`src/core/rsl_consts.vh`:
```
// Constants of the retriggerable state latch: register offsets, fields, resets, timing.
// Assumes a 250 MHz system clock and a classic Wishbone register port.
`ifndef RSL_CONSTS_VH
`define RSL_CONSTS_VH
// Register byte offsets
`define RSL_REG_CTRL      8'h00
`define RSL_REG_HOLD      8'h04
`define RSL_REG_STATUS    8'h08
`define RSL_REG_IRQ_STAT  8'h0C
`define RSL_REG_IRQ_MASK  8'h10
`define RSL_REG_LEAK      8'h14
// Control fields
`define RSL_CTRL_EN       0
`define RSL_CTRL_POL      1
`define RSL_CTRL_LEAK     2
// Reset values: latch on, high active, leak mode off
`define RSL_CTRL_RESET    3'h3
// Hold period in ms, one minute by default
`define RSL_HOLD_MS_RESET 32'h0000_EA60
// Clock rate in kHz: ticks per millisecond
`define RSL_CLK_KHZ       250000
`define RSL_TICK_MS       1
// Interrupt bits
`define RSL_IRQ_RISE      0
`define RSL_IRQ_EXPIRE    1
`define RSL_IRQ_FAULT     2
`define RSL_IRQ_W         3
`endif

```
`src/core/rsl_ms_tick.v`:
```
// Millisecond time base: one-cycle enable pulse from a free divider.
// Assumes one clock and a synchronous active-high reset.
`include "rsl_consts.vh"
module rsl_ms_tick #(
   parameter integer DIV = `RSL_CLK_KHZ * `RSL_TICK_MS
) (
   input  wire CLOCK,
   input  wire RESET,
   output reg  TICK
);
   // Counter wide enough for the default divide
   reg [17:0] count;

   // Divider wraps and pulses once per period
   always @(posedge CLOCK) begin
      if (RESET) begin
         count <= 18'h0_0000;
         TICK  <= 1'b0;
      end else if (count == DIV[17:0] - 18'h0_0001) begin
         count <= 18'h0_0000;
         TICK  <= 1'b1;
      end else begin
         count <= count + 18'h0_0001;
         TICK  <= 1'b0;
      end
   end
endmodule // rsl_ms_tick

```
`src/core/rsl_latch.v`:
```
// Retriggerable state latch for one discrete field channel with Wishbone registers.
// Assumes the sensor pins are asynchronous and the host reads the reported values.
//
// Behaviour
// - Enabled latch holds momentary activations for period
// - Active level selectable, high or low
// - Defaults: enabled, high active, one minute
// - Short activation reported for whole hold period
// - Hold timer starts at entry to active
// - Only activations latch; inactive never held
// - Re-armed once reported value is released
// - Reactivation during hold restarts full period
// - Report latched value while latching enabled
// - Leak mode: one/one means normal, healthy
// - Leak mode: primary zero means leak detected
// - Leak mode: one/zero means sensor disconnected
//
// The address map and the Wishbone slave port were decided locally.
`include "rsl_consts.vh"
module rsl_latch #(
   parameter integer TICK_DIV = `RSL_CLK_KHZ * `RSL_TICK_MS // Clocks per millisecond
) (
   input  wire        CLOCK,
   input  wire        RESET,
   input  wire        SENSE_IN,
   input  wire        SENSOR_OK_IN,
   input  wire        WB_CYC_I,
   input  wire        WB_STB_I,
   input  wire        WB_WE_I,
   input  wire [7:0]  WB_ADR_I,
   input  wire [3:0]  WB_SEL_I,
   input  wire [31:0] WB_DAT_I,
   output reg  [31:0] WB_DAT_O,
   output reg         WB_ACK_O,
   output wire        IRQ,
   output reg         REPORTED_STATE,
   output reg         PRIMARY_REPORTED_VALUE,
   output reg         SECONDARY_REPORTED_VALUE
);
   ////////////////////////////////////////////////////////////////////////////
   // Declarations
   reg [2:0]  ctrl;               // Enable, polarity, leak mode
   reg [31:0] hold_ms;            // Hold period in milliseconds
   reg [31:0] remain;             // Milliseconds left of current hold
   reg        holding;            // Hold in progress
   reg [2:0]  irq_stat;           // Sticky event bits
   reg [2:0]  irq_mask;           // Interrupt enables
   reg        sense_m;            // Synchroniser stage one
   reg        sense_s;            // Synchroniser stage two
   reg        ok_m;               // Sensor health stage one
   reg        ok_s;               // Sensor health stage two
   reg        active_d;           // Previous active sample
   reg [2:0]  next_irq_stat;      // Status after set and clear
   wire       tick;               // Millisecond enable
   wire       active;             // Input in its active state
   wire       rise;               // Entry into active state
   wire       expire;             // Hold timer runs out this tick
   wire       bus_req;            // Valid Wishbone cycle
   wire       wr;                 // Write strobe, one per cycle
   wire       fault;              // Sensor unhealthy while leak mode is on
   wire [31:0] ctrl_wr;           // Control word after byte-lane merge
   wire [31:0] mask_wr;           // Mask word after byte-lane merge

   ////////////////////////////////////////////////////////////////////////////
   // Time base
   rsl_ms_tick #(
      .DIV   (TICK_DIV)
   ) u_tick (
      .CLOCK (CLOCK),
      .RESET (RESET),
      .TICK  (tick)
   );

   ////////////////////////////////////////////////////////////////////////////
   // Byte-lane merge used by the control, hold and mask registers
   function [31:0] merge;
      input [31:0] old;
      input [31:0] new_val;
      input [3:0]  sel;
      integer i;
      begin
         merge = old;
         for (i = 0; i < 4; i = i + 1) begin
            if (sel[i]) begin
               merge[i*8 +: 8] = new_val[i*8 +: 8];
            end
         end
      end
   endfunction

   ////////////////////////////////////////////////////////////////////////////
   // Pin synchronisers; only the second stage is read
   always @(posedge CLOCK) begin
      if (RESET) begin
         sense_m <= 1'b0;
         sense_s <= 1'b0;
         ok_m    <= 1'b1;
         ok_s    <= 1'b1;
      end else begin
         sense_m <= SENSE_IN;
         sense_s <= sense_m;
         ok_m    <= SENSOR_OK_IN;
         ok_s    <= ok_m;
      end
   end

   // Polarity selects which level counts as active
   assign active = sense_s ^ ctrl[`RSL_CTRL_POL] ^ 1'b1;
   // Only entries into active count as events
   assign rise   = active & ~active_d;
   assign expire = holding & tick & (remain <= 32'h0000_0001);
   assign fault  = ctrl[`RSL_CTRL_LEAK] & ~ok_s;

   ////////////////////////////////////////////////////////////////////////////
   // Hold timer: starts or restarts on every activation while enabled
   always @(posedge CLOCK) begin
      if (RESET) begin
         active_d <= 1'b0;
         holding  <= 1'b0;
         remain   <= 32'h0000_0000;
      end else begin
         active_d <= active;
         if (!ctrl[`RSL_CTRL_EN]) begin
            // Latch off: nothing held
            holding <= 1'b0;
            remain  <= 32'h0000_0000;
         end else if (rise) begin
            // Timer begins at entry, not at release
            holding <= 1'b1;
            remain  <= hold_ms;
         end else if (expire) begin
            // Released here, so next rise re-arms
            holding <= 1'b0;
            remain  <= 32'h0000_0000;
         end else if (holding && tick) begin
            remain  <= remain - 32'h0000_0001;
         end
      end
   end

   ////////////////////////////////////////////////////////////////////////////
   // Reported values
   always @(posedge CLOCK) begin
      if (RESET) begin
         REPORTED_STATE           <= 1'b0;
         PRIMARY_REPORTED_VALUE   <= 1'b1;
         SECONDARY_REPORTED_VALUE <= 1'b1;
      end else begin
         if (ctrl[`RSL_CTRL_EN]) begin
            // Held level, or live input after hold ends
            REPORTED_STATE <= holding | active | rise;
         end else begin
            REPORTED_STATE <= active;
         end
         if (ctrl[`RSL_CTRL_LEAK]) begin
            // Leak active gives zero primary; health on secondary
            if (!ok_s) begin
               PRIMARY_REPORTED_VALUE   <= 1'b1;
               SECONDARY_REPORTED_VALUE <= 1'b0;
            end else begin
               PRIMARY_REPORTED_VALUE   <= ~(holding | active | rise);
               SECONDARY_REPORTED_VALUE <= 1'b1;
            end
         end else begin
            PRIMARY_REPORTED_VALUE   <= 1'b1;
            SECONDARY_REPORTED_VALUE <= 1'b1;
         end
      end
   end

   ////////////////////////////////////////////////////////////////////////////
   // Wishbone slave: one registered ack after one wait state, dropped the cycle after
   assign bus_req = WB_CYC_I & WB_STB_I & ~WB_ACK_O;
   // Writes land on the ack edge, where the master takes the answer
   assign wr      = WB_CYC_I & WB_STB_I & WB_ACK_O & WB_WE_I;
   // Merged words; only the low bits are kept below
   assign ctrl_wr = merge({29'h0, ctrl}, WB_DAT_I, WB_SEL_I);
   assign mask_wr = merge({29'h0, irq_mask}, WB_DAT_I, WB_SEL_I);

   // Sticky status: hardware set wins over write-one clear
   always @* begin
      next_irq_stat = irq_stat;
      if (wr && WB_ADR_I == `RSL_REG_IRQ_STAT && WB_SEL_I[0]) begin
         next_irq_stat = irq_stat & ~WB_DAT_I[2:0];
      end
      next_irq_stat[`RSL_IRQ_RISE]   = next_irq_stat[`RSL_IRQ_RISE] | rise;
      next_irq_stat[`RSL_IRQ_EXPIRE] = next_irq_stat[`RSL_IRQ_EXPIRE] | expire;
      next_irq_stat[`RSL_IRQ_FAULT]  = next_irq_stat[`RSL_IRQ_FAULT] | fault;
   end

   // Register writes and bus answer
   always @(posedge CLOCK) begin
      if (RESET) begin
         ctrl     <= `RSL_CTRL_RESET;
         hold_ms  <= `RSL_HOLD_MS_RESET;
         irq_stat <= 3'h0;
         irq_mask <= 3'h0;
         WB_ACK_O <= 1'b0;
      end else begin
         WB_ACK_O <= bus_req;
         irq_stat <= next_irq_stat;
         if (wr) begin
            if (WB_ADR_I == `RSL_REG_CTRL) begin
               ctrl <= ctrl_wr[2:0];
            end else if (WB_ADR_I == `RSL_REG_HOLD) begin
               hold_ms <= merge(hold_ms, WB_DAT_I, WB_SEL_I);
            end else if (WB_ADR_I == `RSL_REG_IRQ_MASK) begin
               irq_mask <= mask_wr[2:0];
            end
         end
      end
   end

   // Read data; unmapped offsets read zero
   always @(posedge CLOCK) begin
      if (RESET) begin
         WB_DAT_O <= 32'h0000_0000;
      end else if (bus_req && !WB_WE_I) begin
         if (WB_ADR_I == `RSL_REG_CTRL) begin
            WB_DAT_O <= {29'h0, ctrl};
         end else if (WB_ADR_I == `RSL_REG_HOLD) begin
            WB_DAT_O <= hold_ms;
         end else if (WB_ADR_I == `RSL_REG_STATUS) begin
            WB_DAT_O <= {28'h0, holding, active, ok_s, REPORTED_STATE};
         end else if (WB_ADR_I == `RSL_REG_IRQ_STAT) begin
            WB_DAT_O <= {29'h0, irq_stat};
         end else if (WB_ADR_I == `RSL_REG_IRQ_MASK) begin
            WB_DAT_O <= {29'h0, irq_mask};
         end else if (WB_ADR_I == `RSL_REG_LEAK) begin
            WB_DAT_O <= {30'h0, SECONDARY_REPORTED_VALUE, PRIMARY_REPORTED_VALUE};
         end else begin
            WB_DAT_O <= 32'h0000_0000;
         end
      end
   end

   // Level interrupt while any unmasked event is pending
   assign IRQ = |(irq_stat & irq_mask);
endmodule // rsl_latch

```
`config.mk`:
```
export PLATFORM = sky130hd
export DESIGN_NAME = rsl_latch
export DESIGN_NICKNAME = d
export VERILOG_FILES = /design/src/core/rsl_ms_tick.v /design/src/core/rsl_latch.v
export VERILOG_INCLUDE_DIRS = /design/src /design/src/core
export SDC_FILE = /design/constraint.sdc
export NUM_CORES = 1
export LEC_CHECK = 0
export BUFFER_PORTS_ARGS = -buffer_cell sky130_fd_sc_hd__buf_2
export CAP_MARGIN = 20
export CORE_ASPECT_RATIO = 0.75
export CORE_UTILIZATION = 55
export DETAILED_ROUTE_END_ITERATION = 8
export PLACE_DENSITY = 0.82
export SYNTH_ARGS = -nofsm -noshare
export SYNTH_HDL_FRONTEND = slang
export SYNTH_SLANG_ARGS = --single-unit
```
`constraint.sdc`:
```
create_clock -name CLOCK -period 2.59 [get_ports CLOCK]
set_input_delay 0.259 -clock CLOCK [delete_from_list [all_inputs] [get_ports CLOCK]]
set_output_delay 0.259 -clock CLOCK [all_outputs]
set_load 0.01 [all_outputs]
```
# Yosys cells after proc, flatten, opt, wreduce, memory -nomap -nowiden
# Cells that the tools add are included.
# word_totals
reg_bits	134
latchBits	0
ramBits	0
in_bits	51
mem_count	0
wordCells	90
mem_bits_ro	0
# classes
addsub	2
n_mux	15
bitwise	26
n_reduce_logical	19
mul	0
eq_ne	6
div	0
n_lt_le_gt_ge	1
shift	0
# ops
op	count
$mux 32	5
$le 32x1->1 const B	1
$sub 32x1->32 const B	1
$add 18x1->18 const B	1
$eq 18x18->1 const B	1
$eq 8x4->1 const B	2
$eq 8x5->1 const B	2
$reduce_and 4->1	4
$mux 3	3
$not 1->1	9
$and 1x1->1	8
$eq 8x3->1 const B	1
$logic_not 8->1	1
$and 3x3->3	2
$reduce_or 2->1	3
$reduce_or 3->1	2
$mux 1	5
$or 1x1->1	5
$reduce_and 5->1	1
$logic_and 1x1->1	4
$mux 4	1
$not 3->3	1
$reduce_and 3->1	1
$reduce_bool 3->1	1
other kinds (4)	4

# Depth between registers and ports, before layout
# depth
depth_word	7
depth_mapped	9
ltp_nobuf	8

# Hierarchy
# From an unflattened synthesis, not the netlist that was laid out.
# unflattened
cells_unflattened	682
hier_area_um2	6193.4
# modules_own_cells
mod	area_per_inst_um2	cells_per_inst	seq_area_each_um2	instances
rsl_latch	5327.6	584	2302.2	1
rsl_ms_tick	865.8	98	380.4	1

# Worst setup path before layout
# Ideal clock, no wire load.
# synth_timing
kind	reg2reg
start	reg u_tick.count[0]
end	reg u_tick.count[10]
synth_period_minus_slack_ns	2.032
stages_incl_launch_ff	8
required_ns	2.462
t_arrival_ns	1.905
path_buffers	2
slack_ns	0.558
setup_time_ns	0.128
cell_sequence	dfxtp_1 > ha_1 > and3_1 > clkbuf_1 > nand2_1 > o31ai_1 > clkbuf_1 > nor2_1
# synth_between
elab_chain_len	2
# synth_rtl
item	line	rtl
from (decl)	rsl_ms_tick.v:12	reg [17:0] count;
from (signal assigned)	rsl_ms_tick.v:23	count <= count + 18'h0_0001;
branches (longest 2 deep; another with $add 18x1->18)	n/a	
# Parallel ways; which one is timed is not known.
# A chain may end at the register's enable or synchronous reset.

# Final worst setup path
# layout_timing
start	reg remain[25]
end	reg remain[18]
# layout_between
elab_chain_len	4
# layout_rtl
item	line	rtl
from (decl)	rsl_latch.v:44	reg [31:0] remain;
from (signal assigned)	rsl_latch.v:130	remain <= hold_ms;
from (signal assigned)	rsl_latch.v:136	remain <= remain - 32'h0000_0001;
$le 32x1->1 (*)	rsl_latch.v:111	assign expire = holding & tick & (remain <= 32'h0000_0001);
$and 1x1->1 (*)	rsl_latch.v:111	
$mux 32	rsl_latch.v:131	end else if (expire) begin
$mux 32	rsl_latch.v:127	end else if (rise) begin
# Mark *: on every way between the ends. The rest lies on a longest branch, timed or not.

==> metrics.yaml <==
status:
  status: "completed"
critical_path:
  reg2regPathDepth: 7
  critPathMaxFanout: 14
  cp.arrival_ns: 2.61
  worstSetupEndpointType: "register"
  critPathKind: "reg -> reg"
  r2r_start: "remain[25]"
  crit_path_start_kind: "register"
  regToRegSetupSlack_ns: 0.27
  worst_ep_required_time_ns: 2.88
  worstReg2RegEnd: "remain[18]"
  crit_end: "remain[18]"
  worstSetupStartpoint: "remain[25]"
global_route:
  grt_pass1_vias: 5388
  grt_use_total_pct: 29.91
  grt_overflow: 0
  grt_max_degree: 61
  grt_pass1_wl_microns: 25830
  antenna_found_initial: 0
synth:
  yosys-top-cells-area: "dfxtp_1, nand2_1, nand3_1"
  syn-num-nets: 759
  synth-seq-cells: 134
  ys_warn_count: 0
  synth-edff-count: 0
  ys_seq_area_share_pct: 45.73
  yosys.area.top_type: "dfxtp_1"
  synth_top_area_share_pct: 45.73
  netlist_instances: 705
  yosysUniqueCellTypes: 56
  syn_avg_cell_area_sq_um: 8.320
  async_flop_share_pct: 0
  synth-main-ff-cell: "dfxtp_1"
  synth_area_sq_um: 5866
final_layout:
  final_cell_mix: "dfxtp_1, nand2_1, buf_2, nand3_1, a21oi_1"
  final_layout_size_suffix_gt1_share_pct: 21.30
  antennaDiodeCount: 0
  final_net_count: 844
  area_growth_pct: 21.37
  utilization_pct: 68.92
  final_common_cell: "dfxtp_1"
cts:
  clk_path_buf_depth: 2
  cts_tree: "yes"
  root_buffer: "clkbuf_16"
  cts_buffers: 17
  path_clk_slew_ns: 0.06
  clk_latency_ns: 0.42
  holdBufCountCts: 0
  cts_resized: 0
  ctsHtreeMaxLevel: 4
  cts_setup_buffers: 0
  clock-sinks: 134
timing:
  skew_ns: 0.007987
  max_freq_ghz: 0.4311
  final_hold_viol_count: 0
  slew_viol_final: 0
  setup_viol: 0
  period_share_pct: 89.55
  tightest_slew_ns: 0.7867
  maxSlewHeadroom_pct: 47.07
  final.min_clock_period_ns: 2.319
  finalSetupTns_ns: 0
  rsz0062_at_grt: "false"
floorplan:
  die_area_sq_um: 11090
  die_width_microns: 121.2
  fp-row-count: 32
  die_y_microns: 91.44
  start_util_pct: 56.78
  io_pins: 88
  core_sq_um: 10330
power:
  ir_worst_vdd_mv: 0.4978
  p_leak_nw: 2.731
  powerDensity_nw_per_um2: 747.5
placed_design:
  gp_congestion: 0.9615
  hpwl_microns: 10660
  io_buffers: 87
drt:
  drt_iter0_drc: 464
  viasPerCell: 5.865
  ant_nets: 0
  routed_wl_microns: 15460
  routedWlPerCell_microns: 16.46
  first_pass_iters: 5
  drc: 0
  vias: 5507
worst_hold_path:
  min_path_type: "in -> reg"
run:
  maxCapViolCount: 0
-- worst max-delay path, cell delays in order (launching register included) --
cell and delay (ns):
dfxtp_1 0.37, or4_4 0.57, or3_4 0.38, nor2_2 0.19, nand3_2 0.15, nand3_2 0.12, buf_4 0.28, o21ai_0 0.14
-- how the worst min path moves through the flow --
stage / startpoint / end / slack (ns) / depth (start not counted)
6_report: SENSOR_OK_IN / ok_m / 0.02 / 2
2_1_floorplan: SENSOR_OK_IN / ok_m / 0.36 / 1
5_1_grt: SENSOR_OK_IN / ok_m / 0.03 / 2
4_1_cts: SENSOR_OK_IN / ok_m / 0.005 / 2
3_5_place_dp: ok_m / ok_s / 0.40 / 1
3_3_place_gp: ok_m / ok_s / 0.40 / 1
-- per-stage QoR --
step | hold WS, ns | std cells | setup slack (ns) | total power [mW] | instance area (sq um)
after floorplan | 0.3628 | 705 | 0.5578 | 2.477 | 5866
after global placement | 0.3955 | 907 | 0.4017 | 2.595 | 6446
after detailed placement | 0.4005 | 907 | 0.3061 | 2.609 | 6446
after CTS | 0.004994 | 939 | 0.2944 | 5.336 | 7119
after global routing | 0.03476 | 939 | 0.1726 | 5.488 | 7119
final | 0.01757 | 939 | 0.2705 | 5.322 | 7119
-- where the power goes --
part | switching [mW] | internal (mW)
clock | 0.907 | 1.84
combinational | 0.271 | 0.164
sequential | 0.0412 | 2.10
-- layer usage --
metal / up-vias / wire [microns] / GRT usage, %
li1: 2643 / - / -
met1: 2619 / 7085 / 38.64
met2: 211 / 6989 / 46.86
met3: 34 / 1042 / 7.286
met4: 0 / 340 / 13.89
met5: - / 0 / 0
-- synthesized netlist by cell type, types with 3 or more instances --
master	n
dfxtp_1	134
nand2_1	107
nand3_1	78
a21oi_1	64
nor2_1	56
clkbuf_1	32
xnor2_1	23
o21ai_2	20
xor2_1	17
mux2i_1	15
nor3_1	15
o21ai_0	15
inv_1	13
nor4_1	12
nand4_1	11
and2_1	7
and3_1	7
a31oi_1	6
nor2b_1	6
buf_2	5
or3_1	5
o22ai_1	4
ha_1	3
nand3b_1	3
nor4b_1	3
o21ai_1	3
or4_1	3
-- area by class of cell --
cell class | instances | area (sq um)
Inverter | 13 | 48.80
Clock inverter | 11 | 222.7
Timing Repair Buffer | 105 | 570.5
Fill cell | 817 | 3211
Sequential cell | 134 | 2683
Multi-Input combinational cell | 519 | 2974
Tap cell | 136 | 170.2
Clock buffer | 21 | 450.4
-- cells by family (layout without fill, tap and decap cells) --
kind of cell | count (synthesis) | count (layout) | share of synthesized area, %
AO/OA/AOI/OAI | 130 | 130 | 13.74
flip-flops | 134 | 134 | 45.73
multiplexers | 17 | 17 | 2.944
AND/OR/NAND/NOR | 329 | 329 | 27.28
adder cells (fa/ha/maj) | 3 | 3 | 0.6400
XOR/XNOR | 40 | 40 | 5.973
buffers and inverters | 52 | 150 | 3.690
-- sequential cells by signal, indices dropped and copies added (netlist names) --
| name | flops |
|---|---|
| irq_mask | 3 |
| ok_s | 1 |
| u_tick.TICK | 1 |
| sense_s | 1 |
| u_tick.count | 18 |
| holding | 1 |
| WB_ACK_O | 1 |
| ctrl | 3 |
| WB_DAT_O | 32 |
| ok_m | 1 |
| remain | 32 |
| SECONDARY_REPORTED_VALUE | 1 |
| REPORTED_STATE | 1 |
| hold_ms | 32 |
| sense_m | 1 |
| PRIMARY_REPORTED_VALUE | 1 |
| active_d | 1 |
| irq_stat | 3 |
No activity file was read; power rests on OpenSTA's default activity.
